==> config.mk <==
export PLATFORM = sky130hd
export DESIGN_NAME = pgpc_port
export DESIGN_NICKNAME = d
export VERILOG_FILES = /design/src/design/pgpc_pkg.sv /design/src/design/pgpc_pad_cell.sv /design/src/design/pgpc_port.sv
export SDC_FILE = /design/constraint.sdc
export NUM_CORES = 1
export LEC_CHECK = 0
export ABC_AREA = 0
export BUFFER_PORTS_ARGS = -buffer_cell sky130_fd_sc_hd__buf_4
export CAP_MARGIN = 20
export CELL_PAD_IN_SITES_DETAIL_PLACEMENT = 0
export CELL_PAD_IN_SITES_GLOBAL_PLACEMENT = 1
export CORE_AREA = 4 4 143 145
export DETAILED_ROUTE_END_ITERATION = 8
export DIE_AREA = 0 0 147 149
export MAX_ROUTING_LAYER = met4
export PLACE_DENSITY = 0.52
export SKIP_CTS_REPAIR_TIMING = 1
export SYNTH_ARGS = -nofsm -noshare
export SYNTH_HDL_FRONTEND = slang
export SYNTH_HIERARCHICAL = 1
export SYNTH_SLANG_ARGS = --single-unit
==> constraint.sdc <==
create_clock -name mclk_i -period 1.4 [get_ports mclk_i]
set_input_delay 0.21 -clock mclk_i [delete_from_list [all_inputs] [get_ports mclk_i]]
set_output_delay 0.21 -clock mclk_i [all_outputs]
set_load 0.01 [all_outputs]
==> src/design/pgpc_pkg.sv <==
/*
 pgpc_pkg: constants and carrier types of the eight-bit port pin control.
 Assumes an APB slave with 32-bit data and word-aligned registers.
*/
package pgpc_pkg;
    // ==========================================================
    // geometry
    localparam int unsigned PINS = 8;
    // ==========================================================
    // register byte offsets
    localparam logic [7:0] OFS_LINE = 8'h00; // line value
    localparam logic [7:0] OFS_DIR  = 8'h04; // direction
    localparam logic [7:0] OFS_ALT  = 8'h08; // function select one
    localparam logic [7:0] OFS_OD   = 8'h0C; // open-drain select
    localparam logic [7:0] OFS_PU   = 8'h10; // pull-up enable
    localparam logic [7:0] OFS_PD   = 8'h14; // pull-down enable
    localparam logic [7:0] OFS_IE   = 8'h18; // input buffer enable
    localparam logic [7:0] OFS_PIN  = 8'h1C; // synchronised pin level
    // ==========================================================
    // reset values
    localparam logic [7:0] CTRL_RST = 8'h00; // every control bit
    // ==========================================================
    // alternate-function pin positions
    localparam int unsigned PIN_SCK = 0; // serial clock
    localparam int unsigned PIN_RXD = 1; // serial receive
    localparam int unsigned PIN_TXD = 2; // serial transmit
    localparam int unsigned PIN_CAP = 3; // timer one capture
    localparam int unsigned PIN_T1  = 4; // timer one flop out
    localparam int unsigned PIN_T4  = 5;
    localparam int unsigned PIN_T5  = 6;
    localparam int unsigned PIN_T6  = 7;
    // ==========================================================
    // pad type of a pin, chooses the pull behaviour in reset
    typedef enum logic [1:0] {
        PGPC_GENERAL_IO, PGPC_INTERRUPT_IN, PGPC_ANALOG_IN, PGPC_BOOT_IN
    } pgpc_pintype_e;
    // per-pin control set
    typedef struct packed {
        logic [7:0] port_line_value;
        logic [7:0] port_direction;
        logic [7:0] alt_function_select_one;
        logic [7:0] open_drain_select;
        logic [7:0] pull_up_enable;
        logic [7:0] pull_down_enable;
        logic [7:0] input_buffer_enable;
    } pgpc_ctrl_s;
    // drive toward the pads
    typedef struct packed {
        logic [7:0] out;
        logic [7:0] oe;
        logic [7:0] pull_up;
        logic [7:0] pull_down;
    } pgpc_pad_s;
endpackage

==> src/design/pgpc_pad_cell.sv <==
/*
 pgpc_pad_cell: per-pin output drive, open-drain and pull control.
 Assumes the control set comes from flops on mclk_i; registered outputs.
*/
module pgpc_pad_cell #(
    parameter pgpc_pkg::pgpc_pintype_e PTYPE = pgpc_pkg::PGPC_GENERAL_IO
) (
    // clock and reset
    input  wire logic mclk_i,
    input  wire logic arst_n_i,
    // control of this pin
    input  wire logic drive_en_i,   // pin works as output
    input  wire logic drive_val_i,  // level to drive
    input  wire logic od_i,         // open-drain select
    input  wire logic pu_i,         // pull-up enable
    input  wire logic pd_i,         // pull-down enable
    // pad side
    output logic      out_o,
    output logic      oe_o,
    output logic      pu_o,
    output logic      pd_o
);
    // ==========================================================
    // drive: open-drain only drives low, oe high while driving
    always_ff @(posedge mclk_i or negedge arst_n_i) begin
        if (!arst_n_i) begin
            out_o <= 1'b0;
            oe_o  <= 1'b0;
        end else begin
            out_o <= drive_val_i;
            oe_o  <= drive_en_i && !(od_i && drive_val_i);
        end
    end
    // ==========================================================
    // pulls: forced during reset, async so no clock is needed
    always_ff @(posedge mclk_i or negedge arst_n_i) begin
        if (!arst_n_i) begin
            pu_o <= (PTYPE == pgpc_pkg::PGPC_BOOT_IN);
            pd_o <= 1'b0;
        end else begin
            pu_o <= pu_i;
            pd_o <= pd_i;
        end
    end
endmodule // pgpc_pad_cell

==> src/design/pgpc_port.sv <==
/*
 pgpc_port: eight-bit general-purpose port with pin control registers,
 routing of pins to a serial channel and to timer inputs and outputs.
 Assumes an APB master on mclk_i, pins asynchronous to mclk_i, and the
 serial and timer peripherals on mclk_i.
*/
// Implementation choices: the placing of the registers and the APB slave port.
// Summary of operation
// each pin has seven separate control bits
// reset clears all control bits to zero
// software input: direction 0, input enable 1
// software output: direction 1, input enable 0
// select one: pins 0-2 carry serial channel
// select one, input: pin 3 feeds capture
// select one, output: pins 4-7 timer flops
// pulls forced off during reset, ordinary types
// boot type pull-up forced on in reset
// disabled input buffer reads constant zero
module pgpc_port #(
    parameter int unsigned NPINS = pgpc_pkg::PINS,
    parameter pgpc_pkg::pgpc_pintype_e PTYPE [8] = '{default:
        pgpc_pkg::PGPC_GENERAL_IO}
) (
    // clock and reset
    input  wire logic        mclk_i,
    input  wire logic        arst_n_i,
    // apb slave
    input  wire logic        psel_i,
    input  wire logic        penable_i,
    input  wire logic        pwrite_i,
    input  wire logic [7:0]  paddr_i,
    input  wire logic [31:0] pwdata_i,
    output logic      [31:0] prdata_o,
    output logic             pready_o,
    output logic             pslverr_o,
    // pads
    input  wire logic [7:0]  pin_i,
    output logic      [7:0]  pin_o,
    output logic      [7:0]  pin_oe_o,
    output logic      [7:0]  pull_up_o,
    output logic      [7:0]  pull_down_o,
    // serial channel one
    input  wire logic        serial_one_clock_out_i,
    output logic             serial_one_clock_in_o,
    output logic             serial_one_receive_o,
    input  wire logic        serial_one_transmit_i,
    // timers
    output logic             timer_one_capture_in_o,
    input  wire logic        timer_one_flop_out_i,
    input  wire logic        timer_four_flop_out_i,
    input  wire logic        timer_five_flop_out_i,
    input  wire logic        timer_six_flop_out_i
);
    // ==========================================================
    // elaboration check
    if (NPINS != 8) begin : g_bad
        $error("pgpc_port serves exactly eight pins");
    end
    // ==========================================================
    // state
    pgpc_pkg::pgpc_ctrl_s ctrl_r;       // all control bits
    logic [7:0]           sync1_r;      // first sync stage
    logic [7:0]           sync2_r;      // second sync stage
    logic [7:0]           gated;        // input after buffer enable
    logic [7:0]           drv_en;       // per-pin drive request
    logic [7:0]           drv_val;      // per-pin drive level
    logic [7:0]           line_rd;      // value read at line offset
    logic                 wr_acc;       // write access phase
    logic                 rd_acc;       // read access phase
    // access phase with zero wait states
    assign wr_acc = psel_i && penable_i && pwrite_i;
    assign rd_acc = psel_i && penable_i && !pwrite_i;

    // decode used only by the apb error answer, for reads and writes
    function automatic logic known_ofs(input logic [7:0] a);
        known_ofs = (a == pgpc_pkg::OFS_LINE) || (a == pgpc_pkg::OFS_DIR)
                 || (a == pgpc_pkg::OFS_ALT)  || (a == pgpc_pkg::OFS_OD)
                 || (a == pgpc_pkg::OFS_PU)   || (a == pgpc_pkg::OFS_PD)
                 || (a == pgpc_pkg::OFS_IE)   || (a == pgpc_pkg::OFS_PIN);
    endfunction

    // ==========================================================
    // pin synchroniser: pins are asynchronous
    always_ff @(posedge mclk_i or negedge arst_n_i) begin
        if (!arst_n_i) begin
            sync1_r <= 8'h00;
            sync2_r <= 8'h00;
        end else begin
            sync1_r <= pin_i;
            sync2_r <= sync1_r;
        end
    end
    // buffer off gives constant low, so a floating pad is harmless
    assign gated = sync2_r & ctrl_r.input_buffer_enable;

    // ==========================================================
    // control registers, one field per bit set
    always_ff @(posedge mclk_i or negedge arst_n_i) begin
        if (!arst_n_i) begin
            ctrl_r <= '0;
        end else if (wr_acc) begin
            unique case (paddr_i)
                pgpc_pkg::OFS_LINE: ctrl_r.port_line_value <= pwdata_i[7:0];
                pgpc_pkg::OFS_DIR:  ctrl_r.port_direction  <= pwdata_i[7:0];
                pgpc_pkg::OFS_ALT:
                    ctrl_r.alt_function_select_one <= pwdata_i[7:0];
                pgpc_pkg::OFS_OD:
                    ctrl_r.open_drain_select <= pwdata_i[7:0];
                pgpc_pkg::OFS_PU:   ctrl_r.pull_up_enable  <= pwdata_i[7:0];
                pgpc_pkg::OFS_PD:   ctrl_r.pull_down_enable <= pwdata_i[7:0];
                pgpc_pkg::OFS_IE:
                    ctrl_r.input_buffer_enable <= pwdata_i[7:0];
                default: ; // pin level and unmapped: no store
            endcase
        end
    end

    // ==========================================================
    // output mux: alternate function replaces the data bit on pins 0, 2 and 4-7
    always_comb begin
        drv_en  = ctrl_r.port_direction;
        drv_val = ctrl_r.port_line_value;
        if (ctrl_r.alt_function_select_one[pgpc_pkg::PIN_SCK])
            drv_val[pgpc_pkg::PIN_SCK] = serial_one_clock_out_i;
        if (ctrl_r.alt_function_select_one[pgpc_pkg::PIN_TXD])
            drv_val[pgpc_pkg::PIN_TXD] = serial_one_transmit_i;
        if (ctrl_r.alt_function_select_one[pgpc_pkg::PIN_T1])
            drv_val[pgpc_pkg::PIN_T1] = timer_one_flop_out_i;
        if (ctrl_r.alt_function_select_one[pgpc_pkg::PIN_T4])
            drv_val[pgpc_pkg::PIN_T4] = timer_four_flop_out_i;
        if (ctrl_r.alt_function_select_one[pgpc_pkg::PIN_T5])
            drv_val[pgpc_pkg::PIN_T5] = timer_five_flop_out_i;
        if (ctrl_r.alt_function_select_one[pgpc_pkg::PIN_T6])
            drv_val[pgpc_pkg::PIN_T6] = timer_six_flop_out_i;
    end

    // ==========================================================
    // per-pin pad cells, pull forcing by pad type
    for (genvar i = 0; i < 8; i++) begin : g_pad
        pgpc_pad_cell #(.PTYPE(PTYPE[i])) u_cell (
            .mclk_i      (mclk_i),
            .arst_n_i    (arst_n_i),
            .drive_en_i  (drv_en[i]),
            .drive_val_i (drv_val[i]),
            .od_i        (ctrl_r.open_drain_select[i]),
            .pu_i        (ctrl_r.pull_up_enable[i]),
            .pd_i        (ctrl_r.pull_down_enable[i]),
            .out_o       (pin_o[i]),
            .oe_o        (pin_oe_o[i]),
            .pu_o        (pull_up_o[i]),
            .pd_o        (pull_down_o[i])
        );
    end

    // ==========================================================
    // inputs to peripherals, registered; select off gives zero
    always_ff @(posedge mclk_i or negedge arst_n_i) begin
        if (!arst_n_i) begin
            serial_one_clock_in_o  <= 1'b0;
            serial_one_receive_o   <= 1'b0;
            timer_one_capture_in_o <= 1'b0;
        end else begin
            // clock pin is input only with direction 0
            serial_one_clock_in_o <= gated[pgpc_pkg::PIN_SCK]
                && ctrl_r.alt_function_select_one[pgpc_pkg::PIN_SCK]
                && !ctrl_r.port_direction[pgpc_pkg::PIN_SCK];
            serial_one_receive_o <= gated[pgpc_pkg::PIN_RXD]
                && ctrl_r.alt_function_select_one[pgpc_pkg::PIN_RXD];
            timer_one_capture_in_o <= gated[pgpc_pkg::PIN_CAP]
                && ctrl_r.alt_function_select_one[pgpc_pkg::PIN_CAP]
                && !ctrl_r.port_direction[pgpc_pkg::PIN_CAP];
        end
    end

    // ==========================================================
    // line read: inputs show the pin, outputs the data bit
    assign line_rd = (ctrl_r.port_direction & ctrl_r.port_line_value)
                   | (~ctrl_r.port_direction & gated);

    // apb answer, zero wait states, error on unmapped address
    always_ff @(posedge mclk_i or negedge arst_n_i) begin
        if (!arst_n_i) begin
            prdata_o  <= 32'h0000_0000;
            pready_o  <= 1'b0;
            pslverr_o <= 1'b0;
        end else begin
            pready_o  <= psel_i && !penable_i; // ready in access phase
            pslverr_o <= psel_i && !penable_i && !known_ofs(paddr_i);
            prdata_o  <= 32'h0000_0000;
            if (psel_i && !penable_i && !pwrite_i) begin
                unique case (paddr_i)
                    pgpc_pkg::OFS_LINE: prdata_o[7:0] <= line_rd;
                    pgpc_pkg::OFS_DIR:  prdata_o[7:0] <= ctrl_r.port_direction;
                    pgpc_pkg::OFS_ALT:
                        prdata_o[7:0] <= ctrl_r.alt_function_select_one;
                    pgpc_pkg::OFS_OD:
                        prdata_o[7:0] <= ctrl_r.open_drain_select;
                    pgpc_pkg::OFS_PU:   prdata_o[7:0] <= ctrl_r.pull_up_enable;
                    pgpc_pkg::OFS_PD:
                        prdata_o[7:0] <= ctrl_r.pull_down_enable;
                    pgpc_pkg::OFS_IE:
                        prdata_o[7:0] <= ctrl_r.input_buffer_enable;
                    pgpc_pkg::OFS_PIN:  prdata_o[7:0] <= gated;
                    default: ;
                endcase
            end
        end
    end
endmodule // pgpc_port

## After elaboration in Yosys (flattened, before gate mapping)

Index checks and enable logic that the tools add are counted.
Widths: inputs -> output; s select.

| operators by class | value |
|---|---|
| reduce and logical (&&, ||, !) cells | 54 |
| equal/unequal tests | 7 |
| muxes and demuxes | 8 |
| bitwise logic cells | 5 |

Operators by type and width:

| cell | number |
|---|---|
| $pmux 8 s8 | 1 |
| $eq 8x5->1 const B | 4 |
| $logic_and 1x1->1 | 26 |
| $and 8x8->8 | 3 |
| $eq 8x4->1 const B | 2 |
| $reduce_and 2->1 | 7 |
| $logic_not 1->1 | 13 |
| $eq 8x3->1 const B | 1 |
| $logic_not 8->1 | 1 |
| $mux 8 | 1 |
| $not 8->8 | 1 |
| $or 8x8->8 | 1 |
| $logic_or 1x1->1 | 7 |
| $mux 1 | 6 |

| storage, ports and cells | value |
|---|---|
| output and inout bits | 69 |
| word-level logic and storage cells | 121 |
| flip-flop bits (word level) | 117 |
| input bits | 59 |

## Longest topological paths before layout

| logic depth | value |
|---|---|
| word-level depth | 10 |
| mapped depth | 6 |
| gate-level depth less buffers | 4 |

## Hierarchy

Netlist, hierarchy kept.

By module, submodules not included:

| module | cells each | area each (um^2) | instances |
|---|---|---|---|
| pgpc_port | 295 | 3826.2 | 1 |
| pgpc_pad_cell | 5 | 111.4 | 8 |

## Worst setup path after synthesis

Ideal clock, no wire load.

| timing path | value |
|---|---|
| path kind | input port to flip-flop |
| from | input port paddr_i[5] |
| to | register ctrl_r[24] (netlist name) |
| required time | 1.275 ns |
| slack | -0.129 ns |
| stages | 6 |
| buffers on the path | 2 |
| data arrival time | 1.405 ns |
| path through | nor4_1 > and2_1 > buf_2 > and3_1 > buf_4 > mux2_2 |

| on the way | value |
|---|---|
| word-level cells in the longest chain between the ends | 2 |

RTL lines:

| what | RTL line | text |
|---|---|---|
| from (decl) | pgpc_port.sv:31 | `input wire logic [7:0] paddr_i,` |
| $eq 8x4->1 | pgpc_port.sv:102 | `unique case (paddr_i)` |
| $reduce_and 2->1 (no line) | -- |  |
| to (decl) | pgpc_port.sv:61 | `pgpc_pkg::pgpc_ctrl_s ctrl_r;` |

No other way between the ends.
A chain may end at the register's enable or synchronous reset.

## Worst setup path after layout

| timing path | value |
|---|---|
| from | input port paddr_i[5] |
| to | register ctrl_r[29] (netlist name) |

The elaborated chain is that of the path after synthesis.

==> flow_summary_export.csv <==
group,metric,value,unit
clock_tree,cts_buffers,17,
layout,antennaDiodeCount,0,
timing,rsz0062_at_grt,"no",
drt,drc_errors,0,
timing,hold_viol,0,
synth,synth.area.mux_share,17.6,%
layout,finalNetCount,529,
timing,max_clock_freq,766,MHz
worst_setup_path,crit_path_frequent_cell,"buf_4",
clock_tree,clk_pin_slew,50,ps
worst_setup_path,setup.worst_path.start,"paddr_i[5]",
placement,io_buffers,79,
worst_setup_path,crit_path_end_kind,"flop",
floorplan,core,19200,um^2
power,power.density,1250,nW/um^2
worst_setup_path,cp.arrival,1600,ps
min_path,hp-class,"input port to flop",
synth,synth-adder-area-share,0,%
timing,setup_ws,93.8,ps
global_route,overflow,0,
timing,setup_viol,0,
synth,synthSimpleGateAreaFrac,6.63,%
layout,final_cell_mix,"dfrtp_1, buf_4, mux2_2",
timing,min_period,1310,ps
timing,drv_slew,0,
worst_setup_path,required,1700,ps
worst_setup_path,max_stage_delay,330,ps
global_route,grt_start_max_net_pins,43,
drt,vias,3079,
placement,dp_slack,-319,ps
clock_tree,root_buffer,"clkbuf_16",
floorplan,rows,51,
clock_tree,clk_latency,410,ps
clock_tree,cts_tree,"built",
global_route,grt_usage,12.1,%
placement,dp.cells,707,
layout,drive_above_1_share,49.7,%
drt,wirelength,12400,um
floorplan,dieArea,21900,um^2
floorplan,initial_utilization,24.6,%
power,p_total,8.26,mW
placement,dp_hpwl,8960,um
synth,netlist_instances,335,
floorplan,pin_count,128,
placement,gp_congestion,0.792,
floorplan,die_w,147,um
drt,avgViaCountPerCell,4.12,
worst_setup_path,timing.rr.start,"ctrl_r[9]",
timing,finClkSkew,5.04,ps
global_route,grt_pass1_vias,3274,
synth,synth-compound-area-share,8.25,%
power,leakage,3.24,nW
status,status,"finished, final reports clean",
worst_setup_path,path_class,"input port to flop",
synth,seq_area_frac_synth,62.1,%
layout,final_util,34.3,%
floorplan,fp.dieH,149,um
drt,drt-wirelength-per-cell,16.5,um
worst_setup_path,path_cells,"buf_4 -> nor4_4 -> and2_1 -> and3_1 -> buf_4 -> mux2_2",
layout,final_common_cell,"dfrtp_1",
clock_tree,clockBufferDepth,2,
synth,synth_cell_types,38,
worst_setup_path,path_max_fanout,5,
worst_setup_path,slowest_stage,"nor4_4",
drt,dr.pass1.iters,4,
clock_tree,htreeDepth,4,
power,ir_drop,821,uV
drt,ant_nets,0,
synth,syn_area_per_cell,14.1,um^2
clock_tree,clock-sinks,117,
global_route,grt_antenna_before_repair,0,
timing,setup_tns,0,ps
synth,ys_warn_count,6,
drt,drtIter0Drc,196,
timing,min_period_over_period,93.3,%
layout,final_cells,748,
synth,ys_seq_elements,117,
synth,synth_xor_area_share,0,%
min_path,hp-start,"serial_one_clock_out_i",
worst_setup_path,worstSetupStartpointType,"input port",
global_route,grt_first_pass_wirelength,19300,um
layout,area_growth,39.7,%
synth,synth_top_family_by_area,"multiplexers",
synth,syn_area,4720,um^2
run,max_cap_viol_count,0,
[synthesized netlist by cell type (all sizes together)]
master   count  area (um^2)
and2         2         12.5
nand2       22         82.6
clkbuf       3         11.3
nand2b       9         56.3
dfrtp      117         2930
nand4        3         31.3
nor4         1         6.26
nor3b        4         46.3
o31a         1         8.76
mux2i        2         20.0
a221oi       2         17.5
a32oi        2         17.5
nand3        3         15.0
nor2         4         17.5
a31oi        8         50.1
and3         3         18.8
o2111ai      1         8.76
a21oi        3         15.0
mux2        72          811
a311o        4         40.0
o31ai        3         22.5
o21ai        9         45.0
a21boi       8         90.1
buf         32          219
a2bb2oi      1         8.76
a211oi       2         15.0
inv          6         22.5
a32o         5         50.1
nor3         2         26.3
conb         1         3.75
[logic make-up after synthesis]
logic type	Yosys count
multiplexers	74
AND/OR/NAND/NOR	53
AO/OA/AOI/OAI	49
buffers and inverters	41
other	1
flip-flops	117
[metrics by stage]
stage / cell area (um^2) / hold WS [ps]
detailed placement: 5900 / 130
global route: 6590 / 50.3
CTS: 6500 / -318
finish: 6590 / 68.8
floorplan: 4840 / -85.6
global placement: 5900 / 128
[state kept, by name, summed over array words and instances, names as in the netlist]
signal                  cells
g_pad.u_cell/oe_o           8
g_pad.u_cell/pu_o           8
sync1_r                     8
serial_one_clock_in_o       1
g_pad.u_cell/out_o          8
pready_o                    1
pslverr_o                   1
sync2_r                     8
g_pad.u_cell/pd_o           8
timer_one_capture_in_o      1
serial_one_receive_o        1
prdata_o                    8
ctrl_r                     48
drv_en                      8
[power by group]
group / total [mW] / internal, mW / leakage (nW) / switching [mW]
Combinational: 0.459 / 0.203 / 1.37 / 0.256
Sequential: 3.49 / 3.45 / 1.59 / 0.0374
Clock: 4.32 / 2.76 / 0.278 / 1.56
[final cells by class]
cell class	count	area (um^2)
fill	1910	12600
sequential	117	2930
multi-input combinational	200	1650
timing repair buffer	128	1060
clock buffer	21	470
tap	265	332
clock inverter	11	125
inverter	6	22.5
[path summary, 6_finish.rpt]
| path | to | slack, ps | cells past startpoint |
|---|---|---|---|
| max | ctrl_r[29] | 90 | 6 |
| min | g_pad[0].u_cell/out_o | 70 | 2 |
| max reg2reg | prdata_o[1] | 180 | 4 |
| min reg2reg | sync2_r[2] | 340 | 0 |
| max in group asynchronous | sync2_r[3] | 650 | 3 |
| min in group asynchronous | prdata_o[1] | 240 | 2 |
[worst max-delay path: cells and delay by family]
| family | cells | cell delay [ps] |
|---|---|---|
| buffers and inverters | 2 | 290 |
| multiplexers | 1 | 330 |
| AND/OR/NAND/NOR | 3 | 760 |
[routing by layer]
layer | global-route usage [%] | vias up | share of wire (%)
met5 | - | - | 0
met4 | 5.27 | 0 | 2.1
met3 | 3.22 | 17 | 3.8
met2 | 17.9 | 76 | 47
met1 | 15.6 | 1558 | 48
li1 | - | 1428 | -
(Power assumes the default switching activity.)
